[config.mk]
export PLATFORM = sky130hd
export DESIGN_NAME = twmr_master
export DESIGN_NICKNAME = d
export VERILOG_FILES = /design/src/core/twmr_pkg.sv /design/src/core/twmr_master.sv /design/src/core/twmr_tick.sv
export VERILOG_INCLUDE_DIRS = /design/src /design/src/core
export SDC_FILE = /design/constraint.sdc
export NUM_CORES = 1
export LEC_CHECK = 0
export ABC_CLOCK_PERIOD_IN_PS = 3180
export BUFFER_PORTS_ARGS = -buffer_cell sky130_fd_sc_hd__buf_2
export CELL_PAD_IN_SITES_DETAIL_PLACEMENT = 0
export CELL_PAD_IN_SITES_GLOBAL_PLACEMENT = 1
export CORE_UTILIZATION = 40
export CTS_CLUSTER_SIZE = 14
export DETAILED_ROUTE_END_ITERATION = 12
export PLACE_DENSITY = 0.76
export REMOVE_ABC_BUFFERS = 1
export SLEW_MARGIN = 20
export SYNTH_ARGS = -nofsm -noshare
export SYNTH_HDL_FRONTEND = slang
export SYNTH_SLANG_ARGS = --single-unit
export TNS_END_PERCENT = 30
[constraint.sdc]
create_clock -name CLK_SYS -period 3.18 [get_ports CLK_SYS]
set_clock_uncertainty 0.2 [all_clocks]
set_input_delay 0.159 -clock CLK_SYS [delete_from_list [all_inputs] [get_ports CLK_SYS]]
set_output_delay 0.159 -clock CLK_SYS [all_outputs]
set_load 0.05 [all_outputs]
[src/core/twmr_consts.svh]
// Purpose: timing counts and field positions of the two-wire master
// Assumes: system clock period of 25 ns
// Notes:   quarter-bit time gives a 100 kbit/s serial clock
`ifndef TWMR_CONSTS_SVH
`define TWMR_CONSTS_SVH
`define TWMR_CLK_NS 25
`define TWMR_QTR_NS 2500
`define TWMR_QTR_CYC ((`TWMR_QTR_NS + `TWMR_CLK_NS - 1) / `TWMR_CLK_NS)
`define TWMR_DIV_W 8
`define TWMR_LAST_BIT 4'h8
`define TWMR_BIT7 4'h7
`define TWMR_PH_LAST 2'h3
`define TWMR_PH_SAMPLE 2'h2
`endif

[src/core/twmr_pkg.sv]
// Purpose: types of the two-wire master
// Assumes: nothing
// Notes:   constants live in twmr_consts.svh
`default_nettype none
package twmr_pkg;
  typedef enum logic [2:0] {
    ST_IDLE   = 3'h0,
    ST_START  = 3'h1,
    ST_BIT    = 3'h2,
    ST_WAIT   = 3'h3,
    ST_RSTART = 3'h4,
    ST_STOP   = 3'h5
  } twmr_state_t;
  typedef enum logic [1:0] {
    K_ADDR  = 2'h0,
    K_IADDR = 2'h1,
    K_WDATA = 2'h2,
    K_RDATA = 2'h3
  } twmr_kind_t;
  typedef struct packed {
    logic        rd;
    logic        quick;
    logic [1:0]  iasz;
    logic [6:0]  addr;
    logic [23:0] iaddr;
  } twmr_cfg_t;
endpackage : twmr_pkg
`default_nettype wire

[src/core/twmr_master.sv]
// Purpose: master read/write sequencer of a two-wire serial controller
// Assumes: open-drain pins, output value 0, enable low while driving
// Notes:   target clock stretching is not observed
`include "twmr_consts.svh"
`default_nettype none
// Behaviour
// - start command sends start then address
// - read direction bit sent as one
// - release data on ninth pulse
// - high ack sets no-ack flag
// - ack received bytes, not the last
// - rx full set on store, cleared on read
// - rx full paces dma receive
// - tx empty paces dma transmit
// - internal address write, then repeated start
// - up to three internal address bytes
// - upper internal bytes usable in ten-bit
// - quick trigger starts quick frame
// - eight bits msb first plus ack
// - start/stop are data edges, clock high
module twmr_master
  import twmr_pkg::*;
(
  input  wire logic        CLK_SYS,
  input  wire logic        RST,
  input  wire logic        MASTER_EN,
  input  wire logic        START_CMD,
  input  wire logic        STOP_CMD,
  input  wire logic        QUICK_CMD,
  input  wire logic        READ_DIRECTION,
  input  wire logic [6:0]  TARGET_ADDR_FIELD,
  input  wire logic [1:0]  INTERNAL_ADDR_SIZE,
  input  wire logic [23:0] INTERNAL_ADDR_BYTES,
  input  wire logic [7:0]  TX_DATA,
  input  wire logic        TX_WRITE,
  input  wire logic        RX_READ,
  input  wire logic        STATUS_READ,
  input  wire logic        SDA_IN,
  output logic             SDA_OUT,
  output logic             SDA_OEN,
  output logic             SCL_OUT,
  output logic             SCL_OEN,
  output logic [7:0]       RX_HOLDING_REG,
  output logic             RX_HOLDING_FULL,
  output logic             TX_HOLDING_EMPTY,
  output logic             RX_DMA_REQ,
  output logic             TX_DMA_REQ,
  output logic             NO_ACK_FLAG,
  output logic             TX_COMPLETE,
  output logic             BUSY
);
  twmr_state_t state;
  twmr_state_t next_be_state;
  twmr_kind_t  kind;
  twmr_kind_t  next_be_kind;
  twmr_cfg_t   cfg;
  logic [1:0]  phase;
  logic [3:0]  bit_cnt;
  logic [7:0]  shreg;
  logic [7:0]  tx_hold;
  logic [1:0]  ia_left;
  logic        stop_pend;
  logic        ack_bad;
  logic        rx_last;
  logic        rd_phase2;
  logic        sda_m;
  logic        sda_s;
  logic        tick;
  logic        go;
  logic        first_dir;
  logic        byte_end;
  logic        be_load_ia;
  logic        be_load_tx;
  logic        tx_load;
  logic        rx_store;
  logic        no_ack_flag_event;
  logic        next_scl_rel;
  logic        next_sda_rel;
  logic [7:0]  ia_byte;

  twmr_tick u_tick (
    .clk  (CLK_SYS),
    .rst  (RST),
    .run  (state != ST_IDLE),
    .tick (tick)
  );

  // data pin synchroniser
  always_ff @(posedge CLK_SYS or posedge RST)
  begin
    if (RST)
    begin
      sda_m <= 1'b1;
      sda_s <= 1'b1;
    end
    else
    begin
      sda_m <= SDA_IN;
      sda_s <= sda_m;
    end
  end

  assign go = MASTER_EN && (START_CMD || QUICK_CMD || (TX_WRITE && !READ_DIRECTION));
  // with internal address the first phase writes; quick sends the command bit
  assign first_dir = QUICK_CMD ? READ_DIRECTION
                   : (READ_DIRECTION && INTERNAL_ADDR_SIZE == 2'h0);
  assign byte_end = tick && state == ST_BIT && phase == `TWMR_PH_LAST
                    && bit_cnt == `TWMR_LAST_BIT;
  assign rx_store = byte_end && kind == K_RDATA;
  assign no_ack_flag_event = byte_end && kind != K_RDATA && ack_bad;
  assign tx_load = (byte_end && be_load_tx)
                   || (tick && state == ST_WAIT && !TX_HOLDING_EMPTY);

  // internal address bytes go most significant first; ten-bit uses the low byte
  always_comb
  begin
    case (ia_left)
      2'h3:    ia_byte = cfg.iaddr[23:16];
      2'h2:    ia_byte = cfg.iaddr[15:8];
      default: ia_byte = cfg.iaddr[7:0];
    endcase
  end

  // what follows the byte now ending
  always_comb
  begin
    next_be_state = ST_STOP;
    next_be_kind = kind;
    be_load_ia = 1'b0;
    be_load_tx = 1'b0;
    if (kind == K_RDATA)
    begin
      if (!rx_last)
        next_be_state = ST_BIT;
    end
    else if (ack_bad || cfg.quick)
      next_be_state = ST_STOP;
    else if (kind == K_ADDR && rd_phase2)
    begin
      next_be_state = ST_BIT;
      next_be_kind = K_RDATA;
    end
    else if (kind != K_WDATA && ia_left != 2'h0)
    begin
      next_be_state = ST_BIT;
      next_be_kind = K_IADDR;
      be_load_ia = 1'b1;
    end
    else if (cfg.rd && kind == K_IADDR)
      next_be_state = ST_RSTART;
    else if (cfg.rd)
    begin
      next_be_state = ST_BIT;
      next_be_kind = K_RDATA;
    end
    else if (!TX_HOLDING_EMPTY)
    begin
      next_be_state = ST_BIT;
      next_be_kind = K_WDATA;
      be_load_tx = 1'b1;
    end
    else if (!stop_pend)
      next_be_state = ST_WAIT;
  end

  // sequencer
  always_ff @(posedge CLK_SYS or posedge RST)
  begin
    if (RST)
    begin
      state <= ST_IDLE;
      kind <= K_ADDR;
      cfg <= '0;
      phase <= 2'h0;
      bit_cnt <= 4'h0;
      shreg <= 8'h00;
      ia_left <= 2'h0;
      stop_pend <= 1'b0;
      ack_bad <= 1'b0;
      rx_last <= 1'b0;
      rd_phase2 <= 1'b0;
    end
    else
    begin
      if (STOP_CMD && state != ST_IDLE)
        stop_pend <= 1'b1;
      case (state)
        ST_IDLE:
          if (go)
          begin
            state <= ST_START;
            kind <= K_ADDR;
            cfg <= '{READ_DIRECTION, QUICK_CMD, INTERNAL_ADDR_SIZE,
                     TARGET_ADDR_FIELD, INTERNAL_ADDR_BYTES};
            ia_left <= QUICK_CMD ? 2'h0 : INTERNAL_ADDR_SIZE;
            shreg <= {TARGET_ADDR_FIELD, first_dir};
            phase <= 2'h0;
            stop_pend <= STOP_CMD;
            ack_bad <= 1'b0;
            rd_phase2 <= 1'b0;
          end
        ST_START, ST_RSTART, ST_STOP:
          if (tick)
          begin
            phase <= phase + 2'h1;
            bit_cnt <= 4'h0;
            if (phase == `TWMR_PH_LAST)
            begin
              if (state == ST_STOP)
                state <= ST_IDLE;
              else
                state <= ST_BIT;
              if (state == ST_RSTART)
              begin
                kind <= K_ADDR;
                shreg <= {cfg.addr, 1'b1};
                rd_phase2 <= 1'b1;
              end
            end
          end
        ST_BIT:
          if (tick)
          begin
            phase <= phase + 2'h1;
            if (phase == `TWMR_PH_SAMPLE && bit_cnt != `TWMR_LAST_BIT && kind == K_RDATA)
              shreg <= {shreg[6:0], sda_s};
            if (phase == `TWMR_PH_SAMPLE && bit_cnt == `TWMR_LAST_BIT && kind != K_RDATA)
              ack_bad <= sda_s;
            if (phase == `TWMR_PH_LAST && bit_cnt != `TWMR_LAST_BIT)
            begin
              bit_cnt <= bit_cnt + 4'h1;
              if (kind != K_RDATA)
                shreg <= {shreg[6:0], 1'b0};
              if (bit_cnt == `TWMR_BIT7)
                rx_last <= stop_pend;
            end
            if (byte_end)
            begin
              bit_cnt <= 4'h0;
              state <= next_be_state;
              kind <= next_be_kind;
              if (be_load_ia)
              begin
                shreg <= ia_byte;
                ia_left <= ia_left - 2'h1;
              end
              if (be_load_tx)
                shreg <= tx_hold;
            end
          end
        ST_WAIT:
          if (tick)
          begin
            phase <= 2'h0;
            bit_cnt <= 4'h0;
            if (!TX_HOLDING_EMPTY)
            begin
              state <= ST_BIT;
              kind <= K_WDATA;
              shreg <= tx_hold;
            end
            else if (stop_pend)
              state <= ST_STOP;
          end
        default:
          state <= ST_IDLE;
      endcase
    end
  end

  // pin levels per state and quarter-bit phase
  always_comb
  begin
    next_scl_rel = 1'b1;
    next_sda_rel = 1'b1;
    case (state)
      ST_START:
      begin
        next_sda_rel = (phase == 2'h0);
        next_scl_rel = (phase < 2'h2);
      end
      ST_RSTART:
      begin
        next_sda_rel = (phase < 2'h2);
        next_scl_rel = (phase == 2'h1 || phase == 2'h2);
      end
      ST_STOP:
      begin
        next_sda_rel = (phase >= 2'h2);
        next_scl_rel = (phase != 2'h0);
      end
      ST_BIT:
      begin
        next_scl_rel = (phase == 2'h1 || phase == 2'h2);
        if (bit_cnt == `TWMR_LAST_BIT)
          next_sda_rel = (kind == K_RDATA) ? rx_last : 1'b1;
        else
          next_sda_rel = (kind == K_RDATA) ? 1'b1 : shreg[7];
      end
      ST_WAIT:
        next_scl_rel = 1'b0;
      default:
      begin
        next_scl_rel = 1'b1;
        next_sda_rel = 1'b1;
      end
    endcase
  end

  always_ff @(posedge CLK_SYS or posedge RST)
  begin
    if (RST)
    begin
      SCL_OEN <= 1'b1;
      SDA_OEN <= 1'b1;
      SCL_OUT <= 1'b0;
      SDA_OUT <= 1'b0;
      BUSY <= 1'b0;
    end
    else
    begin
      SCL_OEN <= next_scl_rel;
      SDA_OEN <= next_sda_rel;
      SCL_OUT <= 1'b0;
      SDA_OUT <= 1'b0;
      BUSY <= (state != ST_IDLE);
    end
  end

  // status flags and holding registers; hardware set wins over clear
  always_ff @(posedge CLK_SYS or posedge RST)
  begin
    if (RST)
    begin
      RX_HOLDING_REG <= 8'h00;
      RX_HOLDING_FULL <= 1'b0;
      RX_DMA_REQ <= 1'b0;
      TX_HOLDING_EMPTY <= 1'b1;
      TX_DMA_REQ <= 1'b1;
      tx_hold <= 8'h00;
      NO_ACK_FLAG <= 1'b0;
      TX_COMPLETE <= 1'b1;
    end
    else
    begin
      if (rx_store)
        RX_HOLDING_REG <= shreg;
      RX_HOLDING_FULL <= rx_store || (RX_HOLDING_FULL && !RX_READ);
      RX_DMA_REQ <= rx_store || (RX_HOLDING_FULL && !RX_READ);
      if (TX_WRITE)
        tx_hold <= TX_DATA;
      TX_HOLDING_EMPTY <= tx_load || (TX_HOLDING_EMPTY && !TX_WRITE);
      TX_DMA_REQ <= tx_load || (TX_HOLDING_EMPTY && !TX_WRITE);
      NO_ACK_FLAG <= no_ack_flag_event || (NO_ACK_FLAG && !STATUS_READ);
      if (state == ST_STOP && tick && phase == `TWMR_PH_LAST)
        TX_COMPLETE <= 1'b1;
      else if (state == ST_IDLE && go)
        TX_COMPLETE <= 1'b0;
    end
  end
endmodule : twmr_master
`default_nettype wire

[src/core/twmr_tick.sv]
// Purpose: quarter-bit tick for the serial clock
// Assumes: run is low while the bus is idle
// Notes:   restarts from zero whenever run drops
`include "twmr_consts.svh"
`default_nettype none
module twmr_tick
(
  input  wire logic clk,
  input  wire logic rst,
  input  wire logic run,
  output logic      tick
);
  logic [`TWMR_DIV_W-1:0] cnt;
  localparam logic [`TWMR_DIV_W-1:0] QTR_TOP = `TWMR_DIV_W'(`TWMR_QTR_CYC - 1);

  always_ff @(posedge clk or posedge rst)
  begin
    if (rst)
    begin
      cnt  <= 8'h00;
      tick <= 1'b0;
    end
    else
    begin
      tick <= run && (cnt == QTR_TOP);
      if (!run || cnt == QTR_TOP)
        cnt <= 8'h00;
      else
        cnt <= cnt + 8'h01;
    end
  end
endmodule : twmr_tick
`default_nettype wire

==> impl_metrics.csv, run 1 <==
group,metric,value,unit
sta,setup_viol,0,
synthesis,synthArstFlopShare,1.00,
placed_design,io_buffer_count,68,
critical_path,cp_slowest_cell,"dfrtp_1",
synthesis,syn_avg_cell_area,10.1,µm²
power,power.density,394,nW/µm²
critical_path,cp_cell_sequence,"or2_0, nor2_1, a21oi_4, o211ai_1, or2_1, o31ai_1",
critical_path,reg2reg_from,"state[2]",
cells_and_area,n_fill_cell,1141,
die,rows,40,
synthesis,yosysSeqAreaShare,0.455,
die,io_pins,71,
critical_path,worst_ep_required_time,3230,ps
synthesis,netlist_area,5080,µm²
detailed_routing,vias,4260,
critical_path,rrSetupSlack,520,ps
die,initial_core_util,0.416,
sta,period_needed,2660,ps
global_routing,antenna_found_initial,0,
synthesis,ys_ff_latch,92,
detailed_routing,routed_via_density,5.43,
critical_path,critPathMaxFanout,8,
placed_design,gp_congestion,0.917,
power,p_leak,2.88,nW
critical_path,slowest_delay,520,ps
global_routing,grt.busiest_layer,"met2",
synthesis,ys.flop_type,"dfrtp_1",
cells_and_area,drive_gt1_frac,0.276,
sta,relSlewSlack,0.479,
power,ir_drop,0.377,mV
cts,cts_root_buffer,"clkbuf_16",
cts,numCtsBuffers,9,
die,core_region_area,12200,µm²
detailed_routing,drt_pass1_iterations,4,
global_routing,grt_pass1_wl,22100,µm
cts,clk_pin_slew,60,ps
cts,cts.sink_count,92,
die,die_area,13200,µm²
global_routing,grt-ovfl-total,0,
flow_run,maxCapViolations,0,
sta,report.final.hold_viol_count,0,
sta,fin_tns_setup,0,ps
placed_design,placed_cells,722,
detailed_routing,drt_wl_total,13400,µm
critical_path,worstPathArrival,2710,ps
global_routing,gr-usage-met3,0.0519,
critical_path,critPathLaunch,"state[2]",
worst_hold_path,hp-start,"TX_WRITE",
cells_and_area,diodes,0,
global_routing,track_usage,0.220,
cells_and_area,fin_cells,785,
synthesis,synth_edf_count,0,
die,die_y,115,µm
sta,rsz0062_at_grt,"false",
cts,clk_latency,350,ps
detailed_routing,remaining_drc_errors,0,
critical_path,endpoint_kind,"register",
worst_hold_path,hold_class,"in2reg",
synthesis,ys_types,71,
placed_design,dpl.hpwl,9520,µm
sta,fmax,376,MHz
critical_path,criticalPathCategory,"reg2reg",
critical_path,r2r-end,"bit_cnt[3]",
global_routing,grt_pass1_vias,4380,
cts,cts_tree,"built",
cells_and_area,nets,673,
synthesis,yosysWarningCount,0,
synthesis,syn_inst,504,
sta,fin_crit_sh,0.836,
detailed_routing,routedWlPerCell,17.1,µm
die,die_width,115,µm
run_status,status,"finished clean",
critical_path,reg2reg_depth,6,
global_routing,grt_max_degree,66,
cts,cts.repair.resized,0,
critical_path,critPathLaunchType,"register",
detailed_routing,detail-route-antenna-nets,0,
sta,tightestPinTransition,778,ps
cts,cts.path.max_buffers,2,
cells_and_area,syn_to_final_growth,25.1,%
cts,h-tree-depth,3,
global_routing,grtUsageMet1,0.284,
sta,slew_viol_final,0,
detailed_routing,drt_iter0_drc,217,
global_routing,met2_usage,0.357,
critical_path,cp-endpoint,"bit_cnt[3]",
-- worst min path at each step --
stage                       to  slack [ps]  depth (start not counted)
finish              TX_DMA_REQ          40                          2
global route        TX_DMA_REQ          60                          2
CTS                 TX_DMA_REQ          30                          2
detailed placement  RX_DMA_REQ          20                          2
global placement       cfg[34]          10                          2
floorplan                sda_m         -40                          0
-- placed cells by master (no fill, tap or decap), types with 5 or more instances in the layout --
master         netlist  layout
a22o_1               8       8
nor3_1              17      17
o31ai_1              6       6
clkbuf_16            0       9
buf_4                5       9
a221o_1              6       6
dfrtp_1             86      86
mux2_2              50      50
dlygate4sd3_1        0      47
a21o_1               6       6
nand2b_1             5       5
buf_2               11      68
ha_1                 9       9
a22oi_1              6       6
a21oi_1             49      49
mux2i_1              8       8
nand3_1             11      11
inv_1               17      16
o21ai_0             28      28
dfstp_2              6       6
nor2_1              34      34
nand2_1             41      41
-- synth_stat cells (4+ instances only) --
master	n	area share
a31oi_1	4	0.0049
a21oi_1	49	0.048
o31ai_1	6	0.0089
a211oi_1	4	0.0059
nand2b_1	5	0.0062
clkbuf_1	9	0.0066
mux2i_1	8	0.016
a22o_1	8	0.014
nor2_1	34	0.025
buf_2	11	0.011
a221o_1	6	0.012
buf_4	5	0.0074
dfrtp_1	86	0.42
o21ai_0	28	0.028
dfstp_2	6	0.031
mux2_2	50	0.11
inv_1	17	0.013
and3_1	4	0.0049
nand3_1	11	0.011
ha_1	9	0.022
a22oi_1	6	0.0089
a21o_1	6	0.0089
nor3_1	17	0.017
nand2_1	41	0.030
-- per-stage QoR --
step / instance area (µm²) / setup WS [ps] / total power, mW / hold WS [ps] / utilization
2_1_floorplan: 4920 / -80.7 / 1.33 / -36.5 / -
3_3_place_gp: 5590 / 549 / 1.40 / 14.5 / 0.458
3_5_place_dp: 5590 / 550 / 1.41 / 20.7 / 0.458
4_1_cts: 6360 / 562 / 2.53 / 34.2 / 0.520
5_1_grt: 6360 / 340 / 2.60 / 64.0 / 0.520
6_report: 6360 / 520 / 2.50 / 40.7 / 0.520
-- per-layer routing --
metal | share of wire | wire (µm)
met1 | 0.45 | 5990
met2 | 0.48 | 6420
met3 | 0.045 | 609
met4 | 0.029 | 393
met5 | 0 | 0
-- registers in the layout, summed over array words and instances (netlist names), 2 cells and up --
name and cells:
cfg 33, RX_HOLDING_REG 8, shreg 8, tx_hold 8, u_tick.cnt 8, bit_cnt 4
state 3, ia_left 2, kind 2, phase 2
-- worst max-delay path, delay by kind of cell, from the launching register on --
family	cells	cell delay, ps
and+or+nand+nor	3	1030
DFF	1	520
AOI/OAI and AO/OA	3	820
-- cell families (layout without fill, tap and decap cells) --
kind of cell	count (synthesis)	in the layout	share of synthesized area
AND/OR/NAND/NOR	143	143	0.142
XOR/XNOR	6	6	0.0103
other	1	2	0.000738
flip-flops	92	92	0.455
AO/OA/AOI/OAI	148	148	0.200
buffers and inverters	47	159	0.0441
multiplexers	58	58	0.127
adder cells (fa/ha/maj)	9	9	0.0222
-- where the power goes --
part	internal, mW	switching (mW)
Sequential	1.21	0.0230
Combinational	0.110	0.0873
Clock	0.614	0.465
Total	1.93	0.575
-- timing repair --
| action | CTS | global route |
|---|---|---|
| endpoints found under the hold margin | 79 | 0 |
| setup buffers | 0 | 0 |
| hold buffers | 47 | 0 |
-- final cells by class --
class	count	area (µm²)	area share
inverters	17	65.1	0.0102
flip-flops and latches	92	2310	0.363
clock inverters	5	61.3	0.00965
clock buffers	11	233	0.0366
well taps	168	210	0.0331
multi-input cells	366	2560	0.403
repair buffers	126	918	0.144
Power figures use the tool's default switching activity.
==> run 2: changes to the inputs <==
--- a/config.mk
+++ b/config.mk
@@ -6,14 +6,14 @@
 export SDC_FILE = /design/constraint.sdc
 export NUM_CORES = 1
 export LEC_CHECK = 0
-export ABC_CLOCK_PERIOD_IN_PS = 3180
+export ABC_CLOCK_PERIOD_IN_PS = 2300
 export BUFFER_PORTS_ARGS = -buffer_cell sky130_fd_sc_hd__buf_2
 export CELL_PAD_IN_SITES_DETAIL_PLACEMENT = 0
 export CELL_PAD_IN_SITES_GLOBAL_PLACEMENT = 1
 export CORE_UTILIZATION = 40
 export CTS_CLUSTER_SIZE = 14
 export DETAILED_ROUTE_END_ITERATION = 12
-export PLACE_DENSITY = 0.76
+export PLACE_DENSITY = 0.78
 export REMOVE_ABC_BUFFERS = 1
 export SLEW_MARGIN = 20
 export SYNTH_ARGS = -nofsm -noshare
==> constraint.sdc (replaced) <==
create_clock -name CLK_SYS -period 2.3 [get_ports CLK_SYS]
set_clock_uncertainty 0.2 [all_clocks]
set_input_delay 0.115 -clock CLK_SYS [delete_from_list [all_inputs] [get_ports CLK_SYS]]
set_output_delay 0.115 -clock CLK_SYS [all_outputs]
set_load 0.05 [all_outputs]
==> impl_metrics.csv, run 2 (synthesis results as in run 1) <==
group,metric,value,unit
run_status,status,"finished clean",
critical_path,reg2reg_from,"bit_cnt[1]",
critical_path,rrSetupSlack,6,ps
die,core_region_area,12200,µm²
worst_hold_path,min_to,"TX_DMA_REQ",
cts,clk_pin_slew,70,ps
critical_path,critPathLaunchType,"register",
sta,fin_crit_sh,0.997,
power,ir_drop,0.393,mV
cts,cts_root_buffer,"clkbuf_16",
critical_path,reg2reg_depth,9,
power,p_leak,3.06,nW
cts,h-tree-depth,3,
cells_and_area,largest_reg_flops,33,
sta,tightestPinTransition,546,ps
cts,cts_tree,"built",
critical_path,endpoint_kind,"register",
detailed_routing,vias,4473,
critical_path,worstPathArrival,2330,ps
placed_design,placed_cell_area,5850,µm²
die,die_y,115,µm
cells_and_area,final_util,0.547,
global_routing,grt_pass1_wl,23200,µm
detailed_routing,drt_wl_total,14400,µm
die,io_pins,71,
cells_and_area,fin_cells,826,
sta,setup_viol,0,
cells_and_area,nets,714,
placed_design,dpl.hpwl,10200,µm
detailed_routing,remaining_drc_errors,0,
global_routing,track_usage,0.233,
cts,clk_latency,350,ps
global_routing,antenna_found_initial,0,
flow_run,maxCapViolations,0,
cts,cts.sink_count,92,
die,rows,40,
cells_and_area,syn_to_final_growth,31.5,%
global_routing,grt_pass1_vias,4646,
critical_path,r2r-end,"shreg[0]",
critical_path,worst_ep_required_time,2330,ps
critical_path,critPathMaxFanout,6,
cells_and_area,largest-register,"cfg",
worst_hold_path,hold_class,"in2reg",
global_routing,grt-ovfl-total,0,
detailed_routing,drt_pass1_iterations,4,
placed_design,io_buffer_count,68,
cts,numCtsBuffers,9,
placed_design,placed_cells,756,
detailed_routing,drt_iter0_drc,274,
cells_and_area,drive_gt1_frac,0.343,
die,initial_core_util,0.416,
power,power.density,507,nW/µm²
worst_hold_path,hp-start,"TX_WRITE",
detailed_routing,detail-route-antenna-nets,0,
cells_and_area,postLayoutCellArea,6680,µm²
sta,relSlewSlack,0.635,
cts,cts.path.max_buffers,2,
sta,period_needed,2290,ps
global_routing,grt_max_degree,93,
cells_and_area,mostFrequentLayoutCell,"dfrtp_1",
sta,rsz0062_at_grt,"true",
sta,slew_viol_final,0,
cells_and_area,layout_common_cells,"81 x dfrtp_1, 68 x buf_2, 50 x mux2_2, 49 x buf_4, 48 x dlygate4sd3_1",
detailed_routing,routed_via_density,5.42,
detailed_routing,routedWlPerCell,17.4,µm
power,p_total,3.39,mW
worst_hold_path,whs_path_depth,3,
sta,report.final.hold_viol_count,0,
critical_path,criticalPathCategory,"reg2reg",
placed_design,gp_congestion,0.922,
die,die_width,115,µm
die,die_area,13200,µm²
sta,fmax,436,MHz
cells_and_area,diodes,0,
run 2: timing repair:
item                                   in CTS  in global routing
setup endpoints to repair                   3                 36
gates resized for setup                     2                 15
endpoints found under the hold margin     139                  0
hold buffers                               48                  0
pin swaps                                   1                 13
setup buffers                               0                  6
run 2: layout make-up:
class                   count  area [µm²]
clock inverters             6        46.3
well taps                 168         210
multi-input cells         366        2590
inverters                  17        65.1
repair buffers            167        1230
clock buffers              10         229
flip-flops and latches     92        2320
fillers                  1092        5530
run 2: critical path: stages (launching register included):
cell and delay (ps):
dfrtp_1 390, inv_1 60, ha_1 160, nand3b_1 300, buf_4 280, and3_1 160, o311ai_1 310, a211oi_1 80
a21oi_1 150, o31ai_1 90
run 2: report_power, final:
group / internal, mW / switching (mW) / total (mW)
clock: 0.742 / 0.661 / 1.40
combinational: 0.157 / 0.123 / 0.281
sequential: 1.67 / 0.0370 / 1.70
total: 2.57 / 0.821 / 3.39
run 2: through the flow:
stage	setup slack (ps)	setup TNS, ps	hold slack (ps)
finish	6.36	0	34.5
global route	-90.8	-234	73.3
CTS	17.7	0	29.7
detailed placement	6.10	0	21.2
global placement	84.6	0	23.4
floorplan	-961	-68680	-80.5
run 2: how the worst max path moves through the flow:
| stage | startpoint | to | depth (start not counted) |
|---|---|---|---|
| CTS | phase[0] | shreg[4] | 8 |
| finish | bit_cnt[1] | shreg[0] | 9 |
| floorplan | state[1] | kind[0] | 6 |
| global placement | state[2] | kind[0] | 6 |
| detailed placement | phase[0] | shreg[4] | 8 |
| global route | bit_cnt[1] | shreg[0] | 9 |
run 2: routing by layer:
metal | wire, µm | part of all wire | global-route usage | up-vias
li1 | - | - | - | 2116
met2 | 6890 | 0.48 | 0.377 | 134
met1 | 6460 | 0.45 | 0.306 | 2196
met3 | 645 | 0.045 | 0.0450 | 27
met4 | 375 | 0.026 | 0.0970 | 0
met5 | 0 | 0 | 0 | -
==> run 3: changes to the inputs <==
--- a/config.mk
+++ b/config.mk
@@ -8,7 +8,7 @@
 export LEC_CHECK = 0
 export ABC_CLOCK_PERIOD_IN_PS = 2300
 export BUFFER_PORTS_ARGS = -buffer_cell sky130_fd_sc_hd__buf_2
-export CELL_PAD_IN_SITES_DETAIL_PLACEMENT = 0
+export CELL_PAD_IN_SITES_DETAIL_PLACEMENT = 1
 export CELL_PAD_IN_SITES_GLOBAL_PLACEMENT = 1
 export CORE_UTILIZATION = 40
 export CTS_CLUSTER_SIZE = 14
==> impl_metrics.csv, run 3 (synthesis results as in run 1) <==
group,metric,value,unit
power,swShare,0.259,
run_status,status,"finished, violations left",
global_routing,antenna_found_initial,0,
sta,fmax,422,MHz
power,p_leak,3.08,nW
critical_path,rrSetupSlack,-70,ps
cells_and_area,mostFrequentLayoutCell,"dfrtp_1",
global_routing,grt-ovfl-total,0,
detailed_routing,drt_wl_total,17400,µm
critical_path,worstPathArrival,2410,ps
critical_path,endpoint_kind,"register",
global_routing,grt_pass1_wl,27200,µm
sta,rsz0062_at_grt,"true",
cells_and_area,diodes,0,
power,p_total,3.49,mW
cells_and_area,postLayoutCellArea,6760,µm²
power,power.share.clock,0.427,
global_routing,gr-usage-met3,0.0508,
placed_design,gp_congestion,0.922,
flow_run,maxCapViolations,0,
die,die_y,115,µm
critical_path,critPathMaxFanout,5,
cells_and_area,largest-register,"cfg",
global_routing,track_usage,0.277,
critical_path,reg2reg_from,"ack_bad",
sta,setup_viol,4,
cells_and_area,layout_common_cells,"82 x dfrtp_1, 68 x buf_2, 50 x mux2_2, 50 x buf_4",
worst_hold_path,hold_class,"in2reg",
sta,setup_ws,-70.0,ps
global_routing,met2_usage,0.473,
die,rows,40,
power,p_sw,903,µW
die,die_area,13200,µm²
sta,period_needed,2370,ps
global_routing,grt.busiest_layer,"met2",
cells_and_area,drive_gt1_frac,0.363,
detailed_routing,remaining_drc_errors,0,
cells_and_area,fin_cells,827,
detailed_routing,drt_iter0_drc,241,
power,ir_drop,0.533,mV
cts,clk_pin_slew,70,ps
global_routing,grt_max_degree,93,
worst_hold_path,min_to,"shreg[0]",
critical_path,reg2reg_depth,6,
worst_hold_path,hp-start,"INTERNAL_ADDR_SIZE[0]",
detailed_routing,detail-route-antenna-nets,0,
cells_and_area,n_fill_cell,1394,
global_routing,grtUsageMet1,0.333,
cts,cts_tree,"built",
power,combPwrFrac,0.084,
cells_and_area,syn_to_final_growth,33.0,%
power,power.density,516,nW/µm²
detailed_routing,routed_via_density,5.69,
placed_design,placed_cell_area,5850,µm²
cells_and_area,largest_reg_flops,33,
worst_hold_path,whs_path_depth,4,
critical_path,critPathLaunch,"ack_bad",
power,power.internal,2.59,mW
die,die_width,115,µm
detailed_routing,drt_pass1_iterations,4,
global_routing,grt_pass1_vias,5033,
critical_path,critPathLaunchType,"register",
cts,numCtsBuffers,9,
cts,clk_latency,360,ps
sta,relSlewSlack,0.662,
cells_and_area,nets,715,
cts,cts_root_buffer,"clkbuf_16",
die,core_region_area,12200,µm²
placed_design,dpl.hpwl,11600,µm
placed_design,pre_cts_slack,-61.0,ps
critical_path,criticalPathCategory,"reg2reg",
critical_path,worst_ep_required_time,2340,ps
sta,report.final.hold_viol_count,0,
power,seq_power_share,0.489,
cts,cts.sink_count,92,
die,initial_core_util,0.416,
cells_and_area,final_util,0.553,
detailed_routing,routedWlPerCell,21.0,µm
sta,fin_crit_sh,1.03,
critical_path,r2r-end,"shreg[5]",
run_status,failed_checks,"negative setup slack",
sta,tightestPinTransition,506,ps
die,io_pins,71,
detailed_routing,vias,4706,
sta,slew_viol_final,0,
placed_design,placed_cells,756,
placed_design,io_buffer_count,68,
cts,cts.path.max_buffers,2,
cts,h-tree-depth,3,
## run 3: cell types whose count changed in the layout (fill, tap and decap cells not counted), moves of 2 or more
cell,previous run,this run
inv_8,0,2
clkinv_4,0,3
ha_1,7,5
inv_6,3,0
nor2_2,4,6
nor2_1,33,31
ha_2,2,4
## run 3: critical path, cell delays in order, from the launching register on
cell and delay, ps:
dfrtp_1 410, or2_4 280, or4_4 570, a211oi_2 280, a31oi_1 70, or3_1 320, o311a_1 120
## run 3: worst max-delay path by stage
| stage | end | depth (start not counted) |
|---|---|---|
| 2_1_floorplan | kind[0] | 6 |
| 3_3_place_gp | kind[0] | 6 |
| 3_5_place_dp | shreg[0] | 7 |
| 4_1_cts | shreg[0] | 7 |
| 5_1_grt | shreg[5] | 6 |
| 6_report | shreg[5] | 6 |
## run 3: layout make-up
cell class / count / area, µm² / area share
multi-input cells: 366 / 2630 / 0.390
flip-flops and latches: 92 / 2310 / 0.342
repair buffers: 168 / 1240 / 0.183
clock buffers: 9 / 225 / 0.0333
well taps: 168 / 210 / 0.0311
clock inverters: 7 / 72.6 / 0.0107
inverters: 17 / 65.1 / 0.00963
## run 3: power groups by stage
stage | Clock, mW | Combinational [mW] | Sequential (mW)
final | 1.49 | 0.293 | 1.71
after global routing | 1.56 | 0.318 | 1.71
after CTS | 1.51 | 0.284 | 1.70
after detailed placement | 0 | 0.221 | 1.73
after global placement | 0 | 0.211 | 1.73
after floorplan | 0 | 0.125 | 1.72
## run 3: metal layers
layer  share of wire  up-vias
li1                -     2128
met5               0        -
met1            0.40     2354
met3           0.047       53
met4           0.043        0
met2            0.51      171
## run 3: repair_timing
item	4_1_cts	5_1_grt
hold endpoints to repair	139	0
pin swaps	2	23
hold buffers	47	0
endpoints found under the setup margin	6	50
resized for setup	3	27
setup buffers	1	7
## run 3: through the flow
| stage | TNS (ps) | hold WS, ps |
|---|---|---|
| after floorplan | -68680 | -80.5 |
| after global placement | 0 | 23.4 |
| after detailed placement | -114 | 23.9 |
| after CTS | -63.0 | 24.7 |
| after global routing | -269 | 43.8 |
| final | -95.3 | 39.5 |
